$ cat src/hw/spco_defs.vh
// Constants shared by the system port ordering block.
// Assumes it is included by bare name from design files.
`ifndef SPCO_DEFS_VH
`define SPCO_DEFS_VH
// Block offset inside a physical address and top of the probe index
`define SPCO_BLK_LSB  6
`define SPCO_IDX_MSB  19
// Miss file command codes
`define SPCO_CMD_W    3
`define SPCO_CMD_RD   3'h0
`define SPCO_CMD_RDM  3'h1
`define SPCO_CMD_FET  3'h2
`define SPCO_CMD_I2D  3'h3
`define SPCO_CMD_C2D  3'h4
`define SPCO_CMD_S2D  3'h5
`define SPCO_CMD_STC  3'h6
// Codes at or above this one are set-dirty upgrades
`define SPCO_CMD_UPG  3'h4
// Victim entries held back for probes
`define SPCO_VAF_RSV  1
`endif

$ cat src/hw/spco_order.v
// Probe, victim file and miss file ordering at the system port.
// Assumes all inputs come from logic on i_mclk; requests are one-cycle pulses.
`timescale 1ns/1ns
`include "spco_defs.vh"

// Notes on behaviour
// - Probe responses leave in probe arrival order
// - Buffer releases accepted in any order
// - Each victim entry keeps victim and probe flags
// - Stall probe matching index of earlier probe entry
// - Keep one victim entry reserved for probes
// - Report victim hit once write was sent
// - Report miss hit on pending set-dirty upgrade
// - Invalidated lock fails store conditional, no refetch
// - Pending read-type commands never match probes
// - Victim-carrying reads handled like dirty victim write; here miss commands carry no victim, victims enter only by i_vic_req
// - Cache state updates follow probe arrival order
// - No miss entry aliasing a victim entry
// - Data transfers applied in interface arrival order
module spco_order #(
  parameter PA_W  = 44,
  parameter VAF_N = 8,
  parameter VAF_W = 3,
  parameter MAF_N = 8,
  parameter MAF_W = 3
) (
  input  wire                  i_mclk,
  input  wire                  i_sys_rst,
  input  wire                  i_probe_valid,
  input  wire [PA_W-1:0]       i_probe_addr,
  input  wire                  i_probe_inval,
  input  wire                  i_probe_dirty,
  output wire                  o_probe_ready,
  output wire                  o_resp_valid,
  output wire                  o_resp_vaf_hit,
  output wire                  o_resp_maf_hit,
  output wire                  o_resp_buf,
  output wire [VAF_W-1:0]      o_resp_idx,
  output wire                  o_upd_valid,
  output wire [PA_W-7:0]       o_upd_blk,
  output wire                  o_upd_inval,
  input  wire                  i_vic_req,
  input  wire [PA_W-1:0]       i_vic_addr,
  output wire                  o_vic_ack,
  output wire                  o_vic_nak,
  output wire [VAF_W-1:0]      o_vic_idx,
  input  wire                  i_vic_sent,
  input  wire [VAF_W-1:0]      i_vic_sent_idx,
  input  wire                  i_rel_valid,
  input  wire [VAF_W-1:0]      i_rel_idx,
  input  wire                  i_rel_probe,
  input  wire                  i_miss_req,
  input  wire [PA_W-1:0]       i_miss_addr,
  input  wire [`SPCO_CMD_W-1:0] i_miss_cmd,
  output wire                  o_miss_ack,
  output wire                  o_miss_nak,
  output wire [MAF_W-1:0]      o_miss_idx,
  input  wire                  i_dc_valid,
  input  wire [MAF_W-1:0]      i_dc_idx,
  output wire                  o_dc_done,
  output wire [MAF_W-1:0]      o_dc_idx,
  input  wire                  i_lock_set,
  input  wire [PA_W-1:0]       i_lock_addr,
  input  wire                  i_lock_clr,
  output wire                  o_lock_valid,
  output wire                  o_stc_fail
);
  localparam BA_W    = PA_W - `SPCO_BLK_LSB;
  localparam IDX_W   = `SPCO_IDX_MSB - `SPCO_BLK_LSB + 1;
  localparam ST_IDLE = 1'b0;
  localparam ST_EVAL = 1'b1;
  localparam [VAF_W:0] RSV_PLAIN = `SPCO_VAF_RSV;
  localparam [VAF_W:0] RSV_ALLOC = `SPCO_VAF_RSV + 1;

  // ***************************************
  // State
  // ***************************************
  reg             st_r;
  reg [BA_W-1:0]  pr_ba_r;
  reg             pr_inv_r;
  reg             pr_dty_r;
  reg [VAF_N-1:0] vv_r;
  reg [VAF_N-1:0] pv_r;
  reg [VAF_N-1:0] sent_r;
  reg [BA_W-1:0]  vba_r [0:VAF_N-1];
  reg [MAF_N-1:0] mv_r;
  reg [BA_W-1:0]  mba_r [0:MAF_N-1];
  reg [`SPCO_CMD_W-1:0] mcmd_r [0:MAF_N-1];
  reg             lock_v_r;
  reg [BA_W-1:0]  lock_ba_r;
  reg             rdy_r, rv_r, rvh_r, rmh_r, rbuf_r, uv_r, uinv_r;
  reg [VAF_W-1:0] ridx_r;
  reg [BA_W-1:0]  ublk_r;
  reg             vack_r, vnak_r, mack_r, mnak_r, dcd_r, stcf_r;
  reg [VAF_W-1:0] vidx_r;
  reg [MAF_W-1:0] midx_r, dcidx_r;

  wire [BA_W-1:0] vic_ba  = i_vic_addr[PA_W-1:`SPCO_BLK_LSB];
  wire [BA_W-1:0] miss_ba = i_miss_addr[PA_W-1:`SPCO_BLK_LSB];

  // ***************************************
  // Per-entry compares
  // ***************************************
  wire [VAF_N-1:0] vhit, vsent_hit, istall, vcf;
  wire [MAF_N-1:0] mhit;
  genvar g;
  generate
    for (g = 0; g < VAF_N; g = g + 1) begin : g_vaf
      assign vhit[g]      = (vv_r[g] | pv_r[g]) & (vba_r[g] == pr_ba_r);
      assign vsent_hit[g] = vv_r[g] & sent_r[g] & (vba_r[g] == pr_ba_r);
      assign istall[g]    = pv_r[g] & (vba_r[g][IDX_W-1:0] == pr_ba_r[IDX_W-1:0]);
      assign vcf[g]       = (vv_r[g] | pv_r[g]) & (vba_r[g] == miss_ba);
    end
    for (g = 0; g < MAF_N; g = g + 1) begin : g_maf
      // Read-type entries are not owned yet, so only upgrades match
      assign mhit[g] = mv_r[g] & (mcmd_r[g] >= `SPCO_CMD_UPG)
                       & (mba_r[g] == pr_ba_r);
    end
  endgenerate

  // ***************************************
  // Free search
  // ***************************************
  reg [VAF_W:0]   vcnt;
  reg [VAF_W-1:0] vlo, vhi, hidx;
  reg             vlo_f, mfree;
  reg [MAF_W-1:0] mlo;
  integer i;
  integer j;
  always @* begin
    vcnt  = {(VAF_W+1){1'b0}};
    vlo   = {VAF_W{1'b0}};
    vhi   = {VAF_W{1'b0}};
    hidx  = {VAF_W{1'b0}};
    vlo_f = 1'b0;
    mfree = 1'b0;
    mlo   = {MAF_W{1'b0}};
    for (i = VAF_N - 1; i >= 0; i = i - 1) begin
      if (!(vv_r[i] | pv_r[i])) begin
        vcnt = vcnt + {{VAF_W{1'b0}}, 1'b1};
        vlo  = i[VAF_W-1:0];
        vlo_f = 1'b1;
      end
      if (vhit[i]) begin
        hidx = i[VAF_W-1:0];
      end
    end
    for (i = 0; i < VAF_N; i = i + 1) begin
      if (!(vv_r[i] | pv_r[i])) begin
        vhi = i[VAF_W-1:0];
      end
    end
    for (i = MAF_N - 1; i >= 0; i = i - 1) begin
      if (!mv_r[i]) begin
        mlo   = i[MAF_W-1:0];
        mfree = 1'b1;
      end
    end
  end

  // A probe holding dirty data with no buffer hit needs a fresh entry
  wire            need_alloc = pr_dty_r & ~(|vhit);
  wire            go         = (st_r == ST_EVAL) & ~(|istall)
                               & ~(need_alloc & ~vlo_f);
  wire            go_alloc   = go & need_alloc;
  // Victims may only take an entry while one stays free for probes
  wire [VAF_W:0]  vneed      = go_alloc ? RSV_ALLOC : RSV_PLAIN;
  wire            vic_ok     = i_vic_req & (vcnt > vneed);
  wire            miss_ok    = i_miss_req & ~(|vcf) & mfree;
  wire            lock_kill  = go & pr_inv_r & lock_v_r & (lock_ba_r == pr_ba_r);

  // ***************************************
  // Registers
  // ***************************************
  always @(posedge i_mclk) begin
    if (i_sys_rst) begin
      st_r     <= ST_IDLE;
      pr_ba_r  <= {BA_W{1'b0}};
      pr_inv_r <= 1'b0;
      pr_dty_r <= 1'b0;
      vv_r     <= {VAF_N{1'b0}};
      pv_r     <= {VAF_N{1'b0}};
      sent_r   <= {VAF_N{1'b0}};
      mv_r     <= {MAF_N{1'b0}};
      lock_v_r <= 1'b0;
      lock_ba_r <= {BA_W{1'b0}};
      rdy_r    <= 1'b0;
      rv_r     <= 1'b0;
      rvh_r    <= 1'b0;
      rmh_r    <= 1'b0;
      rbuf_r   <= 1'b0;
      ridx_r   <= {VAF_W{1'b0}};
      uv_r     <= 1'b0;
      ublk_r   <= {BA_W{1'b0}};
      uinv_r   <= 1'b0;
      vack_r   <= 1'b0;
      vnak_r   <= 1'b0;
      vidx_r   <= {VAF_W{1'b0}};
      mack_r   <= 1'b0;
      mnak_r   <= 1'b0;
      midx_r   <= {MAF_W{1'b0}};
      dcd_r    <= 1'b0;
      dcidx_r  <= {MAF_W{1'b0}};
      stcf_r   <= 1'b0;
    end else begin
      rv_r   <= 1'b0;
      uv_r   <= 1'b0;
      stcf_r <= 1'b0;
      // One probe in flight at a time keeps answers and updates in order
      case (st_r)
        ST_IDLE: begin
          rdy_r <= 1'b1;
          if (rdy_r && i_probe_valid) begin
            rdy_r    <= 1'b0;
            pr_ba_r  <= i_probe_addr[PA_W-1:`SPCO_BLK_LSB];
            pr_inv_r <= i_probe_inval;
            pr_dty_r <= i_probe_dirty;
            st_r     <= ST_EVAL;
          end
        end
        ST_EVAL: begin
          if (go) begin
            rv_r   <= 1'b1;
            rvh_r  <= |vsent_hit;
            rmh_r  <= |mhit;
            rbuf_r <= (|(vhit & vv_r)) | need_alloc;
            ridx_r <= need_alloc ? vlo : hidx;
            uv_r   <= 1'b1;
            ublk_r <= pr_ba_r;
            uinv_r <= pr_inv_r;
            rdy_r  <= 1'b1;
            st_r   <= ST_IDLE;
          end
        end
        default: begin
          st_r <= ST_IDLE;
        end
      endcase
      // Releases first so that a same-cycle set wins
      if (i_rel_valid) begin
        if (i_rel_probe) begin
          pv_r[i_rel_idx] <= 1'b0;
        end else begin
          vv_r[i_rel_idx]   <= 1'b0;
          sent_r[i_rel_idx] <= 1'b0;
        end
      end
      if (i_vic_sent) begin
        sent_r[i_vic_sent_idx] <= 1'b1;
      end
      // Per-bit set so that a release of another entry in this cycle is kept
      if (go) begin
        for (j = 0; j < VAF_N; j = j + 1) begin
          if (vhit[j] && vv_r[j]) begin
            pv_r[j] <= 1'b1;
          end
        end
      end
      if (go_alloc) begin
        pv_r[vlo]   <= 1'b1;
        vba_r[vlo]  <= pr_ba_r;
        sent_r[vlo] <= 1'b0;
      end
      vack_r <= vic_ok;
      vnak_r <= i_vic_req & ~vic_ok;
      if (vic_ok) begin
        vv_r[vhi]   <= 1'b1;
        vba_r[vhi]  <= vic_ba;
        sent_r[vhi] <= 1'b0;
        vidx_r      <= vhi;
      end
      // Data transfers retire strictly one per cycle as they arrive
      dcd_r <= i_dc_valid;
      if (i_dc_valid) begin
        mv_r[i_dc_idx] <= 1'b0;
        dcidx_r        <= i_dc_idx;
      end
      mack_r <= miss_ok;
      mnak_r <= i_miss_req & ~miss_ok;
      if (miss_ok) begin
        mv_r[mlo]   <= 1'b1;
        mba_r[mlo]  <= miss_ba;
        mcmd_r[mlo] <= i_miss_cmd;
        midx_r      <= mlo;
      end
      // Invalidated lock fails the store conditional without a refetch
      if (i_lock_clr || lock_kill) begin
        lock_v_r <= 1'b0;
      end
      if (lock_kill) begin
        stcf_r <= 1'b1;
      end
      if (i_lock_set) begin
        lock_v_r  <= 1'b1;
        lock_ba_r <= i_lock_addr[PA_W-1:`SPCO_BLK_LSB];
      end
    end
  end

  assign o_probe_ready  = rdy_r;
  assign o_resp_valid   = rv_r;
  assign o_resp_vaf_hit = rvh_r;
  assign o_resp_maf_hit = rmh_r;
  assign o_resp_buf     = rbuf_r;
  assign o_resp_idx     = ridx_r;
  assign o_upd_valid    = uv_r;
  assign o_upd_blk      = ublk_r;
  assign o_upd_inval    = uinv_r;
  assign o_vic_ack      = vack_r;
  assign o_vic_nak      = vnak_r;
  assign o_vic_idx      = vidx_r;
  assign o_miss_ack     = mack_r;
  assign o_miss_nak     = mnak_r;
  assign o_miss_idx     = midx_r;
  assign o_dc_done      = dcd_r;
  assign o_dc_idx       = dcidx_r;
  assign o_lock_valid   = lock_v_r;
  assign o_stc_fail     = stcf_r;

endmodule

$ cat config.mk
export PLATFORM = sky130hd
export DESIGN_NAME = spco_order
export DESIGN_NICKNAME = d
export VERILOG_FILES = /design/src/hw/spco_order.v
export VERILOG_INCLUDE_DIRS = /design/src /design/src/hw
export SDC_FILE = /design/constraint.sdc
export NUM_CORES = 2
export LEC_CHECK = 0
export BUFFER_PORTS_ARGS = -buffer_cell sky130_fd_sc_hd__buf_2
export CELL_PAD_IN_SITES_DETAIL_PLACEMENT = 1
export CELL_PAD_IN_SITES_GLOBAL_PLACEMENT = 1
export CORE_AREA = 2 2 293 295
export CTS_CLUSTER_SIZE = 16
export DETAILED_ROUTE_END_ITERATION = 6
export DIE_AREA = 0 0 295 297
export PLACE_DENSITY_LB_ADDON = 0.15
export SLEW_MARGIN = 20
export SYNTH_ARGS = -nofsm -noshare
export SYNTH_HDL_FRONTEND = slang
export SYNTH_SLANG_ARGS = --single-unit
$ cat constraint.sdc
create_clock -name i_mclk -period 9.1 [get_ports i_mclk]
set_input_delay 0.91 -clock i_mclk [delete_from_list [all_inputs] [get_ports i_mclk]]
set_output_delay 0.91 -clock i_mclk [all_outputs]
set_load 0.01 [all_outputs]
==> metrics.md <==
| Metric | Value |
|---|---|
| Status | `complete, no violations` |
| Die W | `295 microns` |
| Flop2flop setup slack | `1.86 ns` |
| Post-route ant nets | `0` |
| Register area share after synthesis | `53.6%` |
| Leak Pwr | `15.8 nW` |
| Final nets | `3806` |
| Num rows | `107` |
| Ys async rst share | `0%` |
| Gpl congestion | `0.949` |
| Logic pwr share | `25.3%` |
| Fin crit period | `7.24 ns` |
| Mean Syn Cell Area | `11.8 sq um` |
| Root buffer cell | `clkbuf_16` |
| Final setup violation count | `0` |
| First-pass GRT wire length | `246 mm` |
| Die Y | `297 microns` |
| Largest net degree at the start of global routing | `84` |
| # H-tree levels | `3` |
| Initial Util | `48.5%` |
| Setup tns final | `0 ns` |
| Internal | `7.13 mW` |
| Worst-path maximum fanout | `41` |
| Fmax achieved | `138 MHz` |
| Hold Buf Count CTS | `0` |
| Slew Limit Headroom | `4.17%` |
| Tot GR Track Use | `40.2%` |
| Most frequent cells in the layout | `edfxtp_1 (616), xnor2_1 (514), xor2_1 (424), o2bb2ai_1 (306), buf_2 (236)` |
| Final Hold Fails | `0` |
| Worst hold slack | `0.468 ns` |
| EDFF count, synth | `616` |
| Worst Setup SP | `pv_r[6]$_SDFF_PP0_` |
| Worst r2r src | `pv_r[6]$_SDFF_PP0_` |
| Antenna violations before repair | `7` |
| Clock Skews | `0.0310 ns` |
| Via count | `31864` |
| Commonest non-fill, non-tap cell in the layout | `edfxtp_1` |
| Final-layout fill cell count | `8599` |
| Cell count of the worst reg-to-reg path | `21` |
| WL final | `178 mm` |
| 1st-pass router iterations | `7` |
| I/O pins | `265` |
| Worst hold stages | `3` |
| Crit path DAT | `7.61 ns` |
| Slew of the pin with the lowest slew margin | `1.42 ns` |
| Initial DRC count | `4646` |
| CTS tree | `done` |
| Clock power share | `34.3%` |
| Avg WL per Cell | `36.9 microns` |
| Reg clk slew, reported paths | `0.06 ns` |
| Switching Power | `3.73 mW` |
| Net Sw Frac | `34.3%` |
| Final Util | `55.2%` |
| # DRC | `0` |
| Power Dens Cells | `233 mW/mm^2` |
| Worst Path Required | `9.47 ns` |
| Startpoint types | `register` |
| RR Endpoint | `vba_r[0][11]$_DFFE_PP_` |
| Dpl hpwl | `114 mm` |
| Highest ir drop seen on vdd | `0.000566 V` |
| Flops & latches, synth | `790` |
| Fin. max-slew vios | `0` |
| Crit path kind | `reg -> reg` |
| CP endpoint kind | `register` |
| Drt via density | `6.61` |
| Tcrit/Tclk final | `79.6%` |
| Die area | `0.0876 sq mm` |
| Post-Syn Area | `0.0410 sq mm` |
| Max-Cap Viols | `0` |
| Hold worst-path end | `pr_ba_r[32]$_SDFFE_PP0P_` |
| Synth Warn # | `0` |
| Hold Path Class | `in -> reg` |
| Maximum buffer depth of the clock tree | `3` |
| Post-synth net total | `3670` |
| RSZ-0062 raised after global routing | `false` |
| HP Start | `i_probe_addr[38]` |
| Unique cell type count in the Yosys netlist | `71` |
| Post-synth top flop | `edfxtp_1` |
| Vias in the first global route | `32274` |
| Port bufs | `238` |
| CTS sink count | `790` |
| Synthesized netlist cell count | `3463` |
| GR Overflow Total | `0` |
| Register share of total power | `40.4%` |
| CTS resizes | `0` |
| Setup Buffers After CTS | `0` |
| CTS Buf Count | `89` |
| Core area | `0.0845 sq mm` |
| Syn-to-layout area delta | `13.8%` |
| Skew-Pair Late Insertion Delay | `0.68 ns` |
| Layout cells sized above 1 | `16.1%` |
## worst max-delay path: stages, from the launching register on
cell,delay (ns)
dfxtp_1,0.39
nor2_1,0.69
inv_2,0.17
ha_1,0.48
xnor2_1,0.19
ha_1,0.31
nor3_1,0.41
a211oi_1,0.13
or3_1,0.40
a32oi_1,0.36
and2_1,0.19
ha_1,0.24
nand2_1,0.09
nand2_1,0.06
ha_1,0.28
nor2_1,0.04
a31oi_1,0.19
maj3_2,0.72
o21ai_4,0.06
buf_4,0.29
a21oi_4,0.88
buf_4,0.33
## synth_stat cells, drive strengths merged (4+ instances only)
cell | count | area share, %
nand3b | 6 | 0.11
nand3 | 50 | 0.61
and4 | 8 | 0.17
xnor2 | 514 | 11
a32oi | 9 | 0.19
ha | 6 | 0.18
o31ai | 7 | 0.13
inv | 24 | 0.22
mux2i | 83 | 2.0
and2 | 8 | 0.12
o21ai | 19 | 0.23
edfxtp | 616 | 45
nor2b | 13 | 0.20
or2 | 10 | 0.15
and3 | 24 | 0.37
nor2 | 147 | 1.4
o2bb2ai | 306 | 6.5
nand4 | 145 | 2.2
a31oi | 15 | 0.23
xor2 | 424 | 9.1
o211ai | 11 | 0.27
a21oi | 81 | 0.99
a2111oi | 6 | 0.20
o2111ai | 9 | 0.24
nor3 | 18 | 0.22
a22o | 4 | 0.085
dfxtp | 174 | 8.5
nor4 | 149 | 2.3
nand2 | 152 | 1.4
nor3b | 4 | 0.073
a221oi | 7 | 0.15
a211oi | 4 | 0.073
clkbuf | 105 | 0.96
buf | 209 | 2.5
nand2b | 58 | 0.89
o22ai | 5 | 0.076
## flip-flops by register name (all words and copies together), names as in the netlist, 8 cells and up
register	count
mba_r	304
vba_r	304
lock_ba_r	38
o_upd_blk	38
pr_ba_r	38
mcmd_r	8
mv_r	8
pv_r	8
sent_r	8
vv_r	8
## metal layers
metal | vias up | routed length (microns) | global-route usage [%]
met5 | - | 22 | 0
met4 | 4 | 13000 | 24.4
met3 | 560 | 20600 | 8.29
met2 | 2229 | 77900 | 60.6
met1 | 16185 | 66400 | 53.1
li1 | 12886 | - | -
## worst max-delay path by stage
stage / slack [ns] / endpoint
6_report: 1.86 / vba_r[0][11]$_DFFE_PP_
5_1_grt: 1.53 / vba_r[0][32]$_DFFE_PP_
3_3_place_gp: 2.17 / vba_r[0][29]$_DFFE_PP_
3_5_place_dp: 1.99 / vba_r[0][26]$_DFFE_PP_
2_1_floorplan: 2.31 / vba_r[6][0]$_DFFE_PP_
4_1_cts: 1.94 / vba_r[0][11]$_DFFE_PP_
## area by class of cell
type | instances | area (sq um) | share of cell area (%)
Inverter | 24 | 90.1 | 0.193
Clock inverter | 26 | 303 | 0.649
Sequential cell | 790 | 22000 | 47.2
Clock buffer | 142 | 2700 | 5.78
Multi-Input combinational cell | 2335 | 17800 | 38.2
Tap cell | 1144 | 1430 | 3.07
Timing Repair Buffer | 359 | 2270 | 4.88
Antenna cell | 2 | 5.00 | 0.0107
## cell families after synthesis
kind of cell	after synthesis	share of synthesized area (%)
DFF	790	53.6
AOI/OAI and AO/OA	501	9.80
and+or+nand+nor	804	10.5
muxes	83	2.03
buffers and inverters	338	3.68
xor gates and xnor gates	940	20.2
adders and majority gates	7	0.211
## power by group through the flow
stage          Clock [mW]  Sequential (mW)  Combinational (mW)
5_1_grt              3.86             4.40                2.91
2_1_floorplan           0             4.37                1.82
3_5_place_dp            0             4.46                2.68
3_3_place_gp            0             4.44                2.61
6_report             3.72             4.39                2.75
4_1_cts              3.73             4.38                2.71
## stage by stage
step | area [sq um] | total power [mW] | std cells | setup slack [ns]
after CTS | 46400 | 10.8 | 4811 | 1.94
after global routing | 46600 | 11.2 | 4820 | 1.53
after floorplan | 41000 | 6.19 | 3463 | 2.31
after detailed placement | 43400 | 7.14 | 4643 | 1.99
after global placement | 43400 | 7.05 | 4640 | 2.17
final | 46600 | 10.9 | 4822 | 1.86
Note: power is estimated with default switching activity, not from simulation.
